--- src/rtl/ddc_pkg.sv ---
package ddc_pkg;
  // Geometry
  localparam int BANKS      = 8;
  localparam int BANK_W     = 3;
  localparam int ADDR_W     = 14;
  localparam int ROW_W_X8   = 14;
  localparam int ROW_W_X16  = 13;
  localparam int COL_W      = 10;
  localparam int AP_BIT     = 10;
  localparam int DQ_W       = 8;
  // Burst and latency limits
  localparam logic [3:0] BL_SHORT = 4'h4;
  localparam logic [3:0] BL_LONG  = 4'h8;
  localparam logic [2:0] CL_MIN   = 3'h3;
  localparam logic [2:0] CL_MAX   = 3'h7;
  localparam logic [2:0] AL_MAX   = 3'h6;
  localparam logic [3:0] WL_DELTA = 4'h1;
  // Command codes {ras_n, cas_n, we_n}
  localparam logic [2:0] CMD_MRS  = 3'h0;
  localparam logic [2:0] CMD_REF  = 3'h1;
  localparam logic [2:0] CMD_PRE  = 3'h2;
  localparam logic [2:0] CMD_ACT  = 3'h3;
  localparam logic [2:0] CMD_WR   = 3'h4;
  localparam logic [2:0] CMD_RD   = 3'h5;
  localparam logic [2:0] CMD_NOP  = 3'h7;
  // Power states
  typedef enum logic [1:0] {
    PWR_ON, PWR_PRE_PD, PWR_ACT_PD, PWR_SELF
  } ddc_pwr_t;
endpackage

--- src/rtl/ddc_row_mem.sv ---
`timescale 1ns/100ps
`default_nettype none
// Open-row table, one entry per bank, registered read
module ddc_row_mem #(
  parameter int DEPTH = 8,
  parameter int AW    = 3,
  parameter int DW    = 14
) (
  // Clock and reset
  input  wire logic          i_clk,
  input  wire logic          i_sys_rst,
  // Write side
  input  wire logic          i_we,
  input  wire logic [AW-1:0] i_waddr,
  input  wire logic [DW-1:0] i_wdata,
  // Read side
  input  wire logic [AW-1:0] i_raddr,
  output logic      [DW-1:0] o_rdata
);
  logic [DW-1:0] mem [DEPTH];  // Row storage

  // Storage needs no reset; open flags live outside
  always_ff @(posedge i_clk) begin
    if (i_we) begin
      mem[i_waddr] <= i_wdata;
    end
  end

  // Registered read port
  always_ff @(posedge i_clk or posedge i_sys_rst) begin
    if (i_sys_rst) begin
      o_rdata <= '0;
    end else begin
      o_rdata <= mem[i_raddr];
    end
  end
endmodule
`default_nettype wire

--- src/rtl/ddc_cmd_front.sv ---
`timescale 1ns/100ps
`default_nettype none
module ddc_cmd_front #(
  parameter int  ROW_W = ddc_pkg::ROW_W_X8,
  parameter bit  IS_X16 = 1'b0
) (
  // System clock and reset
  input  wire logic                         i_clk,
  input  wire logic                         i_sys_rst,
  // Memory pins, asynchronous to i_clk
  input  wire logic                         i_ck,
  input  wire logic                         i_cke,
  input  wire logic                         i_cs_n,
  input  wire logic                         i_ras_n,
  input  wire logic                         i_cas_n,
  input  wire logic                         i_we_n,
  input  wire logic [ddc_pkg::BANK_W-1:0]   i_ba,
  input  wire logic [ddc_pkg::ADDR_W-1:0]   i_addr,
  // Configuration
  input  wire logic                         i_bl8,
  input  wire logic [2:0]                   i_cas_lat,
  input  wire logic [2:0]                   i_add_lat,
  // Command decode results
  output logic                              o_act,
  output logic                              o_rd,
  output logic                              o_wr,
  output logic                              o_pre,
  output logic [ddc_pkg::BANK_W-1:0]        o_bank,
  output logic [ddc_pkg::ADDR_W-1:0]        o_row,
  output logic [ddc_pkg::COL_W-1:0]         o_col,
  output logic                              o_auto_pre,
  output logic [ddc_pkg::ADDR_W-1:0]        o_cur_row,
  // Bank and burst status
  output logic [ddc_pkg::BANKS-1:0]         o_bank_open,
  output logic                              o_burst_act,
  output logic                              o_beat_rise,
  output logic                              o_beat_fall,
  output logic [2:0]                        o_beat_idx,
  output logic                              o_burst_wr,
  // Power and buffer gating
  output logic [1:0]                        o_pwr_state,
  output logic                              o_cmd_buf_en,
  output logic                              o_clk_buf_en,
  output logic                              o_drv_en
);
  // Two-stage synchronisers for every pin
  localparam int PW = 6 + ddc_pkg::BANK_W + ddc_pkg::ADDR_W;
  logic [PW-1:0] pin_s1;        // First stage, read only by stage two
  logic [PW-1:0] pin_s2;        // Safe copy
  logic          ck_d;          // Previous clock level for edge find
  wire  [PW-1:0] pin_raw = {i_ck, i_cke, i_cs_n, i_ras_n, i_cas_n,
                            i_we_n, i_ba, i_addr};

  always_ff @(posedge i_clk or posedge i_sys_rst) begin
    if (i_sys_rst) begin
      pin_s1 <= '0;
      pin_s2 <= '0;
      ck_d   <= 1'b0;
    end else begin
      pin_s1 <= pin_raw;
      pin_s2 <= pin_s1;
      ck_d   <= pin_s2[PW-1];
    end
  end

  // Unpacked synchronised pins
  wire s_ck   = pin_s2[PW-1];
  wire s_cke  = pin_s2[PW-2];
  wire s_cs_n = pin_s2[PW-3];
  wire [2:0] s_cmd = pin_s2[PW-4 -: 3];
  wire [ddc_pkg::BANK_W-1:0] s_ba = pin_s2[ddc_pkg::ADDR_W +:
                                           ddc_pkg::BANK_W];
  wire [ddc_pkg::ADDR_W-1:0] s_addr = pin_s2[ddc_pkg::ADDR_W-1:0];

  // Rising crossing samples commands; both crossings pace data
  wire ck_rise = s_ck & ~ck_d;
  wire ck_fall = ~s_ck & ck_d;

  // Power state and previous CKE
  ddc_pkg::ddc_pwr_t pwr;
  ddc_pkg::ddc_pwr_t next_pwr;
  logic              cke_q;     // CKE value at last rising crossing

  // Command only counts when awake, selected and CKE held high
  wire awake   = (pwr == ddc_pkg::PWR_ON);
  wire cmd_ok  = ck_rise & awake & cke_q & s_cke & ~s_cs_n;
  wire dec_act = cmd_ok & (s_cmd == ddc_pkg::CMD_ACT);
  wire dec_rd  = cmd_ok & (s_cmd == ddc_pkg::CMD_RD);
  wire dec_wr  = cmd_ok & (s_cmd == ddc_pkg::CMD_WR);
  wire dec_pre = cmd_ok & (s_cmd == ddc_pkg::CMD_PRE);
  wire dec_ref = cmd_ok & (s_cmd == ddc_pkg::CMD_REF);
  wire pre_all = s_addr[ddc_pkg::AP_BIT];

  // Row mask by organisation
  wire [ddc_pkg::ADDR_W-1:0] row_mask = IS_X16 ?
    {{(ddc_pkg::ADDR_W-ddc_pkg::ROW_W_X16){1'b0}},
     {ddc_pkg::ROW_W_X16{1'b1}}} : {ddc_pkg::ADDR_W{1'b1}};
  wire [ddc_pkg::ADDR_W-1:0] row_in = s_addr & row_mask;

  // Open-row table, one word per bank
  ddc_row_mem #(
    .DEPTH (ddc_pkg::BANKS),
    .AW    (ddc_pkg::BANK_W),
    .DW    (ddc_pkg::ADDR_W)
  ) u_rows (
    .i_clk     (i_clk),
    .i_sys_rst (i_sys_rst),
    .i_we      (dec_act),
    .i_waddr   (s_ba),
    .i_wdata   (row_in),
    .i_raddr   (s_ba),
    .o_rdata   (o_cur_row)
  );

  // Per-bank open flags; activate sets, precharge clears
  logic [ddc_pkg::BANKS-1:0] bank_open;
  logic [ddc_pkg::BANKS-1:0] ap_pend;   // Auto precharge after burst
  logic [ddc_pkg::BANK_W-1:0] burst_bank;
  wire burst_end;

  genvar gb;
  generate
    for (gb = 0; gb < ddc_pkg::BANKS; gb++) begin : g_bank
      // A genvar cannot be part-selected, so it is sized by a cast
      wire hit   = (s_ba == ddc_pkg::BANK_W'(gb));
      wire set_o = dec_act & hit;
      wire clr_o = (dec_pre & (pre_all | hit)) |
                   (burst_end & ap_pend[gb]);
      wire set_a = (dec_rd | dec_wr) & hit &
                   s_addr[ddc_pkg::AP_BIT];
      always_ff @(posedge i_clk or posedge i_sys_rst) begin
        if (i_sys_rst) begin
          bank_open[gb] <= 1'b0;
          ap_pend[gb]   <= 1'b0;
        end else begin
          // Activation wins so a fresh row is never dropped
          bank_open[gb] <= set_o | (bank_open[gb] & ~clr_o);
          ap_pend[gb]   <= set_a | (ap_pend[gb] & ~clr_o);
        end
      end
    end
  endgenerate

  // Latencies; write is read minus one
  wire [3:0] rd_lat = {1'b0, i_cas_lat} + {1'b0, i_add_lat};
  wire [3:0] wr_lat = rd_lat - ddc_pkg::WL_DELTA;
  wire [3:0] bl_len = i_bl8 ? ddc_pkg::BL_LONG : ddc_pkg::BL_SHORT;

  // Burst sequencer: latency wait, then two beats per clock
  logic       lat_run;
  logic [3:0] lat_cnt;
  logic [3:0] beats;    // Beats left, counts half cycles
  logic       is_wr;
  logic [2:0] col_lo;   // Starting column, low bits
  logic [2:0] beat_n;

  wire col_cmd   = dec_rd | dec_wr;
  wire lat_done  = lat_run & ck_rise & (lat_cnt <= 4'h1);
  wire beat_tick = (beats != 4'h0) & (ck_rise | ck_fall);
  assign burst_end = beat_tick & (beats == 4'h1);

  // Latency counter, loaded on column command
  always_ff @(posedge i_clk or posedge i_sys_rst) begin
    if (i_sys_rst) begin
      lat_run <= 1'b0;
      lat_cnt <= 4'h0;
    end else if (col_cmd) begin
      lat_run <= 1'b1;
      lat_cnt <= dec_wr ? wr_lat : rd_lat;
    end else if (lat_done) begin
      lat_run <= 1'b0;
    end else if (lat_run & ck_rise) begin
      lat_cnt <= lat_cnt - 4'h1;
    end
  end

  // Burst length counter and captured column attributes
  always_ff @(posedge i_clk or posedge i_sys_rst) begin
    if (i_sys_rst) begin
      beats      <= 4'h0;
      is_wr      <= 1'b0;
      col_lo     <= 3'h0;
      burst_bank <= '0;
      beat_n     <= 3'h0;
    end else if (col_cmd) begin
      is_wr      <= dec_wr;
      col_lo     <= s_addr[2:0];
      burst_bank <= s_ba;
      beat_n     <= 3'h0;
    end else if (lat_done) begin
      beats  <= bl_len;
      beat_n <= 3'h0;
    end else if (beat_tick) begin
      beats  <= beats - 4'h1;
      beat_n <= beat_n + 3'h1;
    end
  end

  // Sequential wrap inside the 4 or 8 beat block
  wire [2:0] seq_idx = i_bl8 ? (col_lo + beat_n) :
                       {col_lo[2], col_lo[1:0] + beat_n[1:0]};

  // Power state: CKE sampled at rising crossing, except on self refresh exit
  always_comb begin
    next_pwr = pwr;
    case (pwr)
      ddc_pkg::PWR_ON: begin
        if (ck_rise & cke_q & ~s_cke) begin
          if (|bank_open) begin
            next_pwr = ddc_pkg::PWR_ACT_PD;
          end else if (~s_cs_n & (s_cmd == ddc_pkg::CMD_REF)) begin
            next_pwr = ddc_pkg::PWR_SELF;
          end else begin
            next_pwr = ddc_pkg::PWR_PRE_PD;
          end
        end
      end
      ddc_pkg::PWR_PRE_PD, ddc_pkg::PWR_ACT_PD: begin
        if (ck_rise & s_cke) begin
          next_pwr = ddc_pkg::PWR_ON;
        end
      end
      ddc_pkg::PWR_SELF: begin
        // Clock may be stopped: exit needs no clock crossing
        if (s_cke) begin
          next_pwr = ddc_pkg::PWR_ON;
        end
      end
      default: next_pwr = ddc_pkg::PWR_ON;
    endcase
  end

  always_ff @(posedge i_clk or posedge i_sys_rst) begin
    if (i_sys_rst) begin
      pwr   <= ddc_pkg::PWR_ON;
      cke_q <= 1'b0;
    end else begin
      pwr <= next_pwr;
      if (ck_rise) begin
        cke_q <= s_cke;
      end
    end
  end

  // Buffer gating per power state
  wire buf_on   = awake & s_cke;
  wire clk_keep = (pwr != ddc_pkg::PWR_SELF);

  // Registered outputs
  always_ff @(posedge i_clk or posedge i_sys_rst) begin
    if (i_sys_rst) begin
      o_act <= 1'b0;
      o_rd  <= 1'b0;
      o_wr  <= 1'b0;
      o_pre <= 1'b0;
      o_bank <= '0;
      o_row  <= '0;
      o_col  <= '0;
      o_auto_pre <= 1'b0;
      o_beat_rise <= 1'b0;
      o_beat_fall <= 1'b0;
      o_beat_idx <= 3'h0;
      o_cmd_buf_en <= 1'b0;
      o_clk_buf_en <= 1'b0;
      o_drv_en <= 1'b0;
    end else begin
      o_act <= dec_act;
      o_rd  <= dec_rd;
      o_wr  <= dec_wr;
      o_pre <= dec_pre;
      o_bank <= s_ba;
      o_row  <= row_in;
      o_col  <= s_addr[ddc_pkg::COL_W-1:0];
      o_auto_pre <= s_addr[ddc_pkg::AP_BIT];
      o_beat_rise <= beat_tick & ck_rise;
      o_beat_fall <= beat_tick & ck_fall;
      o_beat_idx <= seq_idx;
      o_cmd_buf_en <= buf_on;
      o_clk_buf_en <= clk_keep;
      o_drv_en <= buf_on & (beats != 4'h0) & ~is_wr;
    end
  end

  assign o_bank_open = bank_open;
  assign o_burst_act = (beats != 4'h0);
  assign o_burst_wr  = is_wr;
  assign o_pwr_state = pwr;

  // Assertions
  property p_mask;
    @(posedge i_clk) disable iff (i_sys_rst)
      (ck_rise & s_cs_n) |=> !(o_act | o_rd | o_wr | o_pre);
  endproperty
  a_mask: assert property (p_mask) else $error("command passed with cs high");

  property p_act_open;
    @(posedge i_clk) disable iff (i_sys_rst)
      dec_act |=> bank_open[$past(s_ba)];
  endproperty
  a_act_open: assert property (p_act_open) else $error("bank not opened");

  property p_pre_all;
    @(posedge i_clk) disable iff (i_sys_rst)
      (dec_pre & pre_all & ~dec_act) |=> (bank_open == '0);
  endproperty
  a_pre_all: assert property (p_pre_all) else $error("precharge all failed");

  property p_burst_len;
    @(posedge i_clk) disable iff (i_sys_rst)
      (lat_done & ~col_cmd) |=> (beats == bl_len);
  endproperty
  a_burst_len: assert property (p_burst_len) else $error("bad burst length");

  property p_wr_lat;
    @(posedge i_clk) disable iff (i_sys_rst)
      dec_wr |=> (lat_cnt == $past(rd_lat) - 4'h1);
  endproperty
  a_wr_lat: assert property (p_wr_lat) else $error("write latency wrong");

  property p_act_pd;
    @(posedge i_clk) disable iff (i_sys_rst)
      (awake & ck_rise & cke_q & ~s_cke & (|bank_open))
      |=> (pwr == ddc_pkg::PWR_ACT_PD);
  endproperty
  a_act_pd: assert property (p_act_pd) else $error("no active power-down");

  property p_sr_exit;
    @(posedge i_clk) disable iff (i_sys_rst)
      (pwr == ddc_pkg::PWR_SELF && s_cke) |=> (pwr == ddc_pkg::PWR_ON);
  endproperty
  a_sr_exit: assert property (p_sr_exit) else $error("self refresh stuck");

  property p_gate;
    @(posedge i_clk) disable iff (i_sys_rst)
      (pwr != ddc_pkg::PWR_ON) |=> !o_cmd_buf_en;
  endproperty
  a_gate: assert property (p_gate) else $error("buffers on in low power");

  property p_no_cmd_sleep;
    @(posedge i_clk) disable iff (i_sys_rst)
      (!awake) |-> !cmd_ok;
  endproperty
  a_no_cmd_sleep: assert property (p_no_cmd_sleep) else $error("cmd asleep");

  c_read: cover property (@(posedge i_clk) disable iff (i_sys_rst)
    dec_rd ##[1:200] burst_end);
  c_self: cover property (@(posedge i_clk) disable iff (i_sys_rst)
    pwr == ddc_pkg::PWR_SELF);
  c_apd: cover property (@(posedge i_clk) disable iff (i_sys_rst)
    pwr == ddc_pkg::PWR_ACT_PD);
endmodule
`default_nettype wire

--- config.mk ---
export PLATFORM = sky130hd
export DESIGN_NAME = ddc_cmd_front
export DESIGN_NICKNAME = d
export VERILOG_FILES = /design/src/rtl/ddc_pkg.sv /design/src/rtl/ddc_row_mem.sv /design/src/rtl/ddc_cmd_front.sv
export SDC_FILE = /design/constraint.sdc
export NUM_CORES = 1
export LEC_CHECK = 0
export ABC_AREA = 1
export BUFFER_PORTS_ARGS = -buffer_cell sky130_fd_sc_hd__buf_2
export CAP_MARGIN = 20
export CORE_UTILIZATION = 45
export DETAILED_ROUTE_END_ITERATION = 6
export PLACE_DENSITY = 0.65
export SLEW_MARGIN = 20
export SYNTH_ARGS = -nofsm -noshare
export SYNTH_HDL_FRONTEND = slang
export SYNTH_HIERARCHICAL = 1
export SYNTH_SLANG_ARGS = --single-unit
export TNS_END_PERCENT = 10
--- constraint.sdc ---
create_clock -name i_clk -period 6.3 [get_ports i_clk]
set_clock_uncertainty 0.15 [all_clocks]
set_input_delay 0.315 -clock i_clk [delete_from_list [all_inputs] [get_ports i_clk]]
set_output_delay 0.315 -clock i_clk [all_outputs]
set_load 0.01 [all_outputs]
==> results of run 1 <==
==> repair_timing <==
| action | CTS | global route |
|---|---|---|
| hold endpoints to repair | 72 | 0 |
| setup endpoints to repair | 0 | 0 |
| resized for setup | 0 | 0 |
| hold buffers | 25 | 0 |
==> synthesized netlist by cell type (3+ instances only) <==
library cell | instances | area, sq um
a21oi_1 | 3 | 15.0
buf_2 | 6 | 30.0
buf_4 | 14 | 105
buf_6 | 10 | 113
clkbuf_1 | 4 | 15.0
clkinv_2 | 5 | 25.0
dfrtp_1 | 125 | 3130
edfxtp_1 | 112 | 3360
ha_1 | 15 | 188
inv_1 | 108 | 405
inv_2 | 52 | 195
nand2_1 | 284 | 1070
nand2_2 | 3 | 18.8
nand3_1 | 92 | 460
nor2_1 | 33 | 124
nor3_1 | 10 | 50.1
o21ai_0 | 9 | 45.0
o21ai_1 | 16 | 80.1
==> sequential cells by signal, summed over array words and instances, names as in the netlist, 2 cells and up <==
signal,cells
ap_pend,8
beat_n,3
beats,4
col_lo,3
lat_cnt,4
o_bank,3
o_bank_open,8
o_beat_idx,3
o_col,9
o_pwr_state,2
o_row,5
pin_s1,23
pin_s2,23
u_rows/mem,112
u_rows/o_rdata,14
==> routing by layer <==
metal	vias up	share of wire	wire length (um)
met4	0	0.026	518
met5	-	0	0
li1	3114	-	-
met2	220	0.46	9310
met3	39	0.072	1430
met1	2973	0.44	8790
==> worst min-delay path, delay by kind of cell <==
family | cells | cell delay, ns
adders and majority gates | 1 | 0.15
and+or+nand+nor | 2 | 0.16
buffers and inverters | 1 | 0.08
==> placed cells by master, fill, tap and decap left out, drive strengths merged, types with 2 or more instances in the layout <==
master       netlist  routed
edfxtp           112     112
or2                2       2
nand3             93      93
dfrtp            125     125
clkinv             6      15
inv              160     162
nor2              35      35
xor2               2       2
a21oi              4       4
fa                 2       2
dlygate4sd3        0      25
nand4              2       2
nor3              11      11
bufinv             0       2
buf               31     100
nand2            287     287
o21ai             27      27
ha                15      15
clkbuf             4      34
==> layout make-up <==
class                   instances  share of cell area
clock buffers                  34              0.0619
clock inverters                14              0.0125
inverters                     166              0.0558
multi-input cells             484               0.199
flip-flops and latches        237               0.573
well taps                     275              0.0304
repair buffers                125              0.0670
==> kinds of logic after synthesis <==
group	share of synthesized area
buffers and inverters	0.0931
adder cells (fa/ha/maj)	0.0237
AO/OA/AOI/OAI	0.0196
flip-flops	0.675
AND/OR/NAND/NOR	0.186
XOR/XNOR	0.00273
==> power groups by stage <==
stage,clock network [mW],logic [mW],registers (mW)
after global placement,0,0.402,1.82
final,1.47,0.419,1.79
after detailed placement,0,0.409,1.82
after CTS,1.51,0.424,1.79
after floorplan,0,0.280,1.82
after global routing,1.56,0.487,1.81
==> stage by stage <==
step | worst slack (ns) | std cells | utilization | cell area (sq um)
floorplan | 2.90 | 922 | - | 9620
global placement | 3.36 | 1262 | 0.486 | 10200
detailed placement | 3.29 | 1262 | 0.486 | 10200
CTS | 3.27 | 1335 | 0.538 | 11300
global route | 3.31 | 1335 | 0.539 | 11300
finish | 3.55 | 1335 | 0.539 | 11300
==> path summary, 6_finish.rpt <==
path / from / end / depth (start not counted)
worst max-delay path: ck_d$_DFF_PP0_ / u_rows/mem[0][7]$_DFFE_PP_ / 8
worst min-delay path: i_add_lat[0] / lat_cnt[0]$_DFFE_PP0P_ / 4
worst max register to register: ck_d$_DFF_PP0_ / u_rows/mem[0][7]$_DFFE_PP_ / 8
worst min register to register: pin_s1[8]$_DFF_PP0_ / pin_s2[8]$_DFF_PP0_ / 0
max in group asynchronous: i_sys_rst / pin_s2[14]$_DFF_PP0_ / 4
min in group asynchronous: i_sys_rst / o_col[0]$_DFF_PP0_ / 3
==> results.py, run 1 <==
metrics = {
    "outcome": {
        "status": "completed",
    },
    "route": {
        "routedWlPerCell_um": 15.0,
        "drcViolationCount": 0,
        "antenna_left": 0,
        "vias_per_cell": 4.75,
        "via_count": 6346,
        "drt-initial-drc-count": 425,
        "firstDrtPassIters": 7,
        "wirelength_um": 20100,
    },
    "cts": {
        "numCtsBuffers": 26,
        "clock_latency_ns": 0.53,
        "cts_setup_buffers": 0,
        "cts_max_path_buffers": 3,
        "clock_sinks": 237,
        "cts_tree": "yes",
        "clockRootBuffer": "clkbuf_16",
        "h-tree-depth": 1,
        "clk_pin_slew_worst_paths_ns": 0.06,
    },
    "global_routing": {
        "grt_pass1_wl_um": 31900,
        "grtUsageMet1": 0.262,
        "grt.busiest_layer": "met2",
        "grt_use_total": 0.191,
        "grt_use_met2": 0.308,
        "grt_pass1_vias": 6166,
        "grt_remaining_overflow": 0,
        "antenna_found_initial": 0,
        "grt_use_met3": 0.0313,
        "grt_max_degree": 78,
    },
    "power_and_ir_drop": {
        "switching_share": 0.253,
        "powerDensity_mw_per_mm2": 325,
        "power_frac_comb": 0.114,
        "p_seq_frac": 0.487,
        "switchingPower_uw": 933,
        "finalPower_mw": 3.68,
        "vdd_ir_drop_max_uv": 221,
        "pwr-share-clk": 0.399,
        "p_int_mw": 2.75,
        "p_leak_nw": 5.48,
    },
    "worst_setup_path": {
        "worstPathRequired_ns": 6.31,
        "rrSetupSlack_ns": 3.55,
        "critPathTopFamily": "simple AND/OR/NAND/NOR gates",
        "crit_path_max_fanout": 14,
        "critPathSlowestCell": "nor2_2",
        "end_kind": "register",
        "max_stage_delay_ns": 0.66,
        "cp_num_buf_inv": 2,
        "cp_data_arrival_time_ns": 2.76,
        "worstPathCellList": "inv_1 -> ha_1 -> nand3_1 -> nor2_1 -> nand4_1 -> clkinv_1 -> nand2_1 -> nor2_2",
        "startpoint_type": "register",
        "crit_type": "reg -> reg",
    },
    "logic_synthesis": {
        "synth.distinct_cells": 33,
        "synth_area_per_cell_sq_um": 10.4,
        "synth-edff-count": 112,
        "syn-cell-area_sq_mm": 0.00962,
        "syn-num-nets": 971,
        "yosys_warnings": 6,
        "synth-seq-cells": 237,
        "seq_area_frac_synth": 0.675,
        "yosys_most_used_dff": "dfrtp_1",
        "async_reset_ff_frac": 0.527,
        "synthCells": 922,
    },
    "sta": {
        "rsz0062_at_grt": "no",
        "min_period_ns": 2.75,
        "finalMaxSlewViolations": 0,
        "setup_viol": 0,
        "tightest_slew_ns": 0.991,
        "timing.setup.tns_ns": 0,
        "hold_ws_ns": 0.0524,
        "fmax_mhz": 363,
        "finalHoldViolations": 0,
        "relSlewSlack": 0.338,
        "fin_crit_sh": 0.437,
    },
    "layout": {
        "drive_gt1_frac": 0.207,
        "diodes": 0,
        "final_nets": 1089,
        "fillers": 1837,
        "syn_to_final_growth_pct": 17.7,
        "final-seq-area_sq_mm": 0.00649,
        "multiInputGateArea_sq_mm": 0.00225,
    },
    "floorplan": {
        "dieArea_sq_mm": 0.0220,
        "die_w_um": 148,
        "chipHeight_um": 148,
        "ios": 98,
        "start_util": 0.458,
        "core_area_sq_mm": 0.0210,
        "rows": 53,
    },
    "place": {
        "post-dp-hpwl_um": 12400,
        "routabilityCongestion": 0.776,
        "numPortBuffers": 97,
    },
    "worst_hold_path": {
        "hp-class": "in -> reg",
    },
    "run": {
        "max-cap-violations": 0,
    },
}
Note: power is estimated with default switching activity, not from simulation.
==> inputs of run 2 (changes only) <==
--- a/config.mk
+++ b/config.mk
@@ -10,7 +10,7 @@
 export CAP_MARGIN = 20
 export CORE_UTILIZATION = 45
 export DETAILED_ROUTE_END_ITERATION = 6
-export PLACE_DENSITY = 0.65
+export PLACE_DENSITY = 0.67
 export SLEW_MARGIN = 20
 export SYNTH_ARGS = -nofsm -noshare
 export SYNTH_HDL_FRONTEND = slang
==> constraint.sdc (replaced) <==
create_clock -name i_clk -period 2.25 [get_ports i_clk]
set_clock_uncertainty 0.15 [all_clocks]
set_input_delay 0.1125 -clock i_clk [delete_from_list [all_inputs] [get_ports i_clk]]
set_output_delay 0.1125 -clock i_clk [all_outputs]
set_load 0.01 [all_outputs]
==> run 2 against run 1 <==
Against the previous run:
- global-route usage is 0.89 points lower
- clock power grew to 3.1 times the previous value
- critical endpoint is now u_rows/mem[5][8]$_DFFE_PP_
- highest routed layer unchanged
- hold slack got worse by 0.0044 ns
- die area unchanged
- first-iteration DRC count rose by 5.9%
- critical path depth grew 1
- sequential share of layout area is 1.6 points lower
- wire length decreased by 4.9%
- combinational power rose to 2.9 times the previous value
- utilization up 1.5 points
==> results.py, run 2 (synthesis results as in run 1) <==
metrics = {
    "layout": {
        "drive_gt1_frac": 0.219,
        "final_nets": 1111,
        "fin_area_sq_mm": 0.0116,
        "largest_register": "u_rows/mem",
        "final_cell_mix": "nand2_1 (284), dfrtp_1 (124), edfxtp_1 (112), inv_1 (107), buf_2 (97)",
        "fillers": 1781,
        "top_regs": "u_rows/mem (112), pin_s1 (23), pin_s2 (23)",
        "diodes": 0,
        "layout_commonest_cell": "nand2_1",
        "finalNonFillerCells": 1357,
        "syn_to_final_growth_pct": 21.0,
        "largest_reg_flops": 112,
    },
    "place": {
        "routabilityCongestion": 0.794,
        "post-dp-hpwl_um": 12500,
        "dp_slack_ns": 0.179,
        "numPortBuffers": 97,
        "place_inst": 1282,
        "place_area_sq_mm": 0.0104,
    },
    "cts": {
        "clockRootBuffer": "clkbuf_16",
        "cts_max_path_buffers": 3,
        "clock_latency_ns": 0.52,
        "cts_setup_buffers": 0,
        "numCtsBuffers": 26,
        "clk_pin_slew_worst_paths_ns": 0.06,
        "cts_tree": "yes",
        "h-tree-depth": 1,
        "clock_sinks": 237,
    },
    "sta": {
        "tightest_slew_ns": 0.830,
        "fin_crit_sh": 0.912,
        "min_period_ns": 2.05,
        "timing.setup.tns_ns": 0,
        "setup_viol": 0,
        "relSlewSlack": 0.446,
        "finalMaxSlewViolations": 0,
        "timing.final.ws_setup_ns": 0.198,
        "finalHoldViolations": 0,
        "rsz0062_at_grt": "no",
        "fmax_mhz": 487,
    },
    "global_routing": {
        "grt_use_total": 0.182,
        "antenna_found_initial": 0,
        "grt_pass1_wl_um": 31200,
        "grt_remaining_overflow": 0,
        "grt_max_degree": 56,
        "grt_pass1_vias": 6117,
    },
    "worst_setup_path": {
        "end_kind": "register",
        "worstPathRequired_ns": 2.33,
        "cp_data_arrival_time_ns": 2.13,
        "crit_type": "reg -> reg",
        "startpoint_type": "register",
        "crit_path_max_fanout": 9,
    },
    "power_and_ir_drop": {
        "powerDensity_mw_per_mm2": 924,
        "vdd_ir_drop_max_uv": 625,
        "p_leak_nw": 5.66,
    },
    "floorplan": {
        "ios": 98,
        "chipHeight_um": 148,
        "start_util": 0.458,
        "dieArea_sq_mm": 0.0220,
        "rows": 53,
        "core_area_sq_mm": 0.0210,
        "die_w_um": 148,
    },
    "route": {
        "antenna_left": 0,
        "firstDrtPassIters": 6,
        "drt-initial-drc-count": 450,
        "vias_per_cell": 4.62,
        "routedWlPerCell_um": 14.1,
        "drcViolationCount": 0,
        "via_count": 6276,
        "wirelength_um": 19100,
    },
    "run": {
        "max-cap-violations": 0,
    },
    "outcome": {
        "status": "completed",
    },
    "worst_hold_path": {
        "hp-class": "in -> async",
    },
}
[run 2: changes by cell type in the layout (fill, tap and decap cells not counted)]
cell and change:
buf_12 +3, clkinv_4 +2, nor2_1 +6, bufinv_16 +2, inv_6 -2, buf_6 +5, clkbuf_1 -4, clkbuf_16 +3
clkinv_2 -2, dlygate4sd3_1 +2, buf_4 +12, clkinvlp_4 +2, nor2_2 -6, clkinv_8 -1
[run 2: what timing repair did]
item / in CTS / in global routing
resized for setup: 0 / 7
hold endpoints to repair: 152 / 0
setup endpoints to repair: 0 / 83
hold buffers: 27 / 0
[run 2: stage by stage]
step | util | hold WS (ns) | total power, mW
2_1_floorplan | - | -0.148 | 5.88
3_3_place_gp | 0.495 | 0.0565 | 6.23
3_5_place_dp | 0.495 | 0.0533 | 6.27
4_1_cts | 0.553 | 0.0277 | 10.9
5_1_grt | 0.554 | 0.0608 | 11.3
6_report | 0.554 | 0.0480 | 10.8
[run 2: power breakdown]
| part | switching, mW | internal [mW] |
|---|---|---|
| Sequential | 0.201 | 4.81 |
| Clock | 1.69 | 2.86 |
| Combinational | 0.731 | 0.470 |
[run 2: worst paths after layout]
kind / start / to / slack [ns] / cells after the start
max: o_pwr_state[0]$_DFFE_PP0P_ / u_rows/mem[5][8]$_DFFE_PP_ / 0.20 / 9
min: i_sys_rst / o_col[0]$_DFF_PP0_ / 0.05 / 3
max reg2reg: o_pwr_state[0]$_DFFE_PP0P_ / u_rows/mem[5][8]$_DFFE_PP_ / 0.20 / 9
min reg2reg: pin_s1[1]$_DFF_PP0_ / pin_s2[1]$_DFF_PP0_ / 0.19 / 0
max in group asynchronous: i_sys_rst / pin_s2[12]$_DFF_PP0_ / 1.29 / 4
min in group i_clk: i_add_lat[2] / lat_cnt[3]$_DFFE_PP0P_ / 0.05 / 9
[run 2: layer usage]
layer	vias up	wire length, um	global-route usage	share of wire
met5	-	0	0	0
met1	2895	8810	0.261	0.46
met3	33	1130	0.0291	0.059
li1	3152	-	-	-
met4	0	411	0.0588	0.022
met2	196	8720	0.285	0.46
[run 2: critical path: stages (launching register included)]
cell and delay [ns]:
dfrtp_1 0.39, inv_1 0.10, ha_1 0.17, nand2_1 0.08
nor2_2 0.13, nand4_1 0.11, clkinv_1 0.10, nand2_1 0.14
nor2_1 0.20, buf_6 0.18
[run 2: layout make-up]
class                   instances  area (sq um)  area share
repair buffers                147           985      0.0846
flip-flops and latches        237          6490       0.558
clock buffers                  33           761      0.0653
clock inverters                15           189      0.0162
well taps                     275           344      0.0296
multi-input cells             484          2240       0.192
inverters                     166           633      0.0544
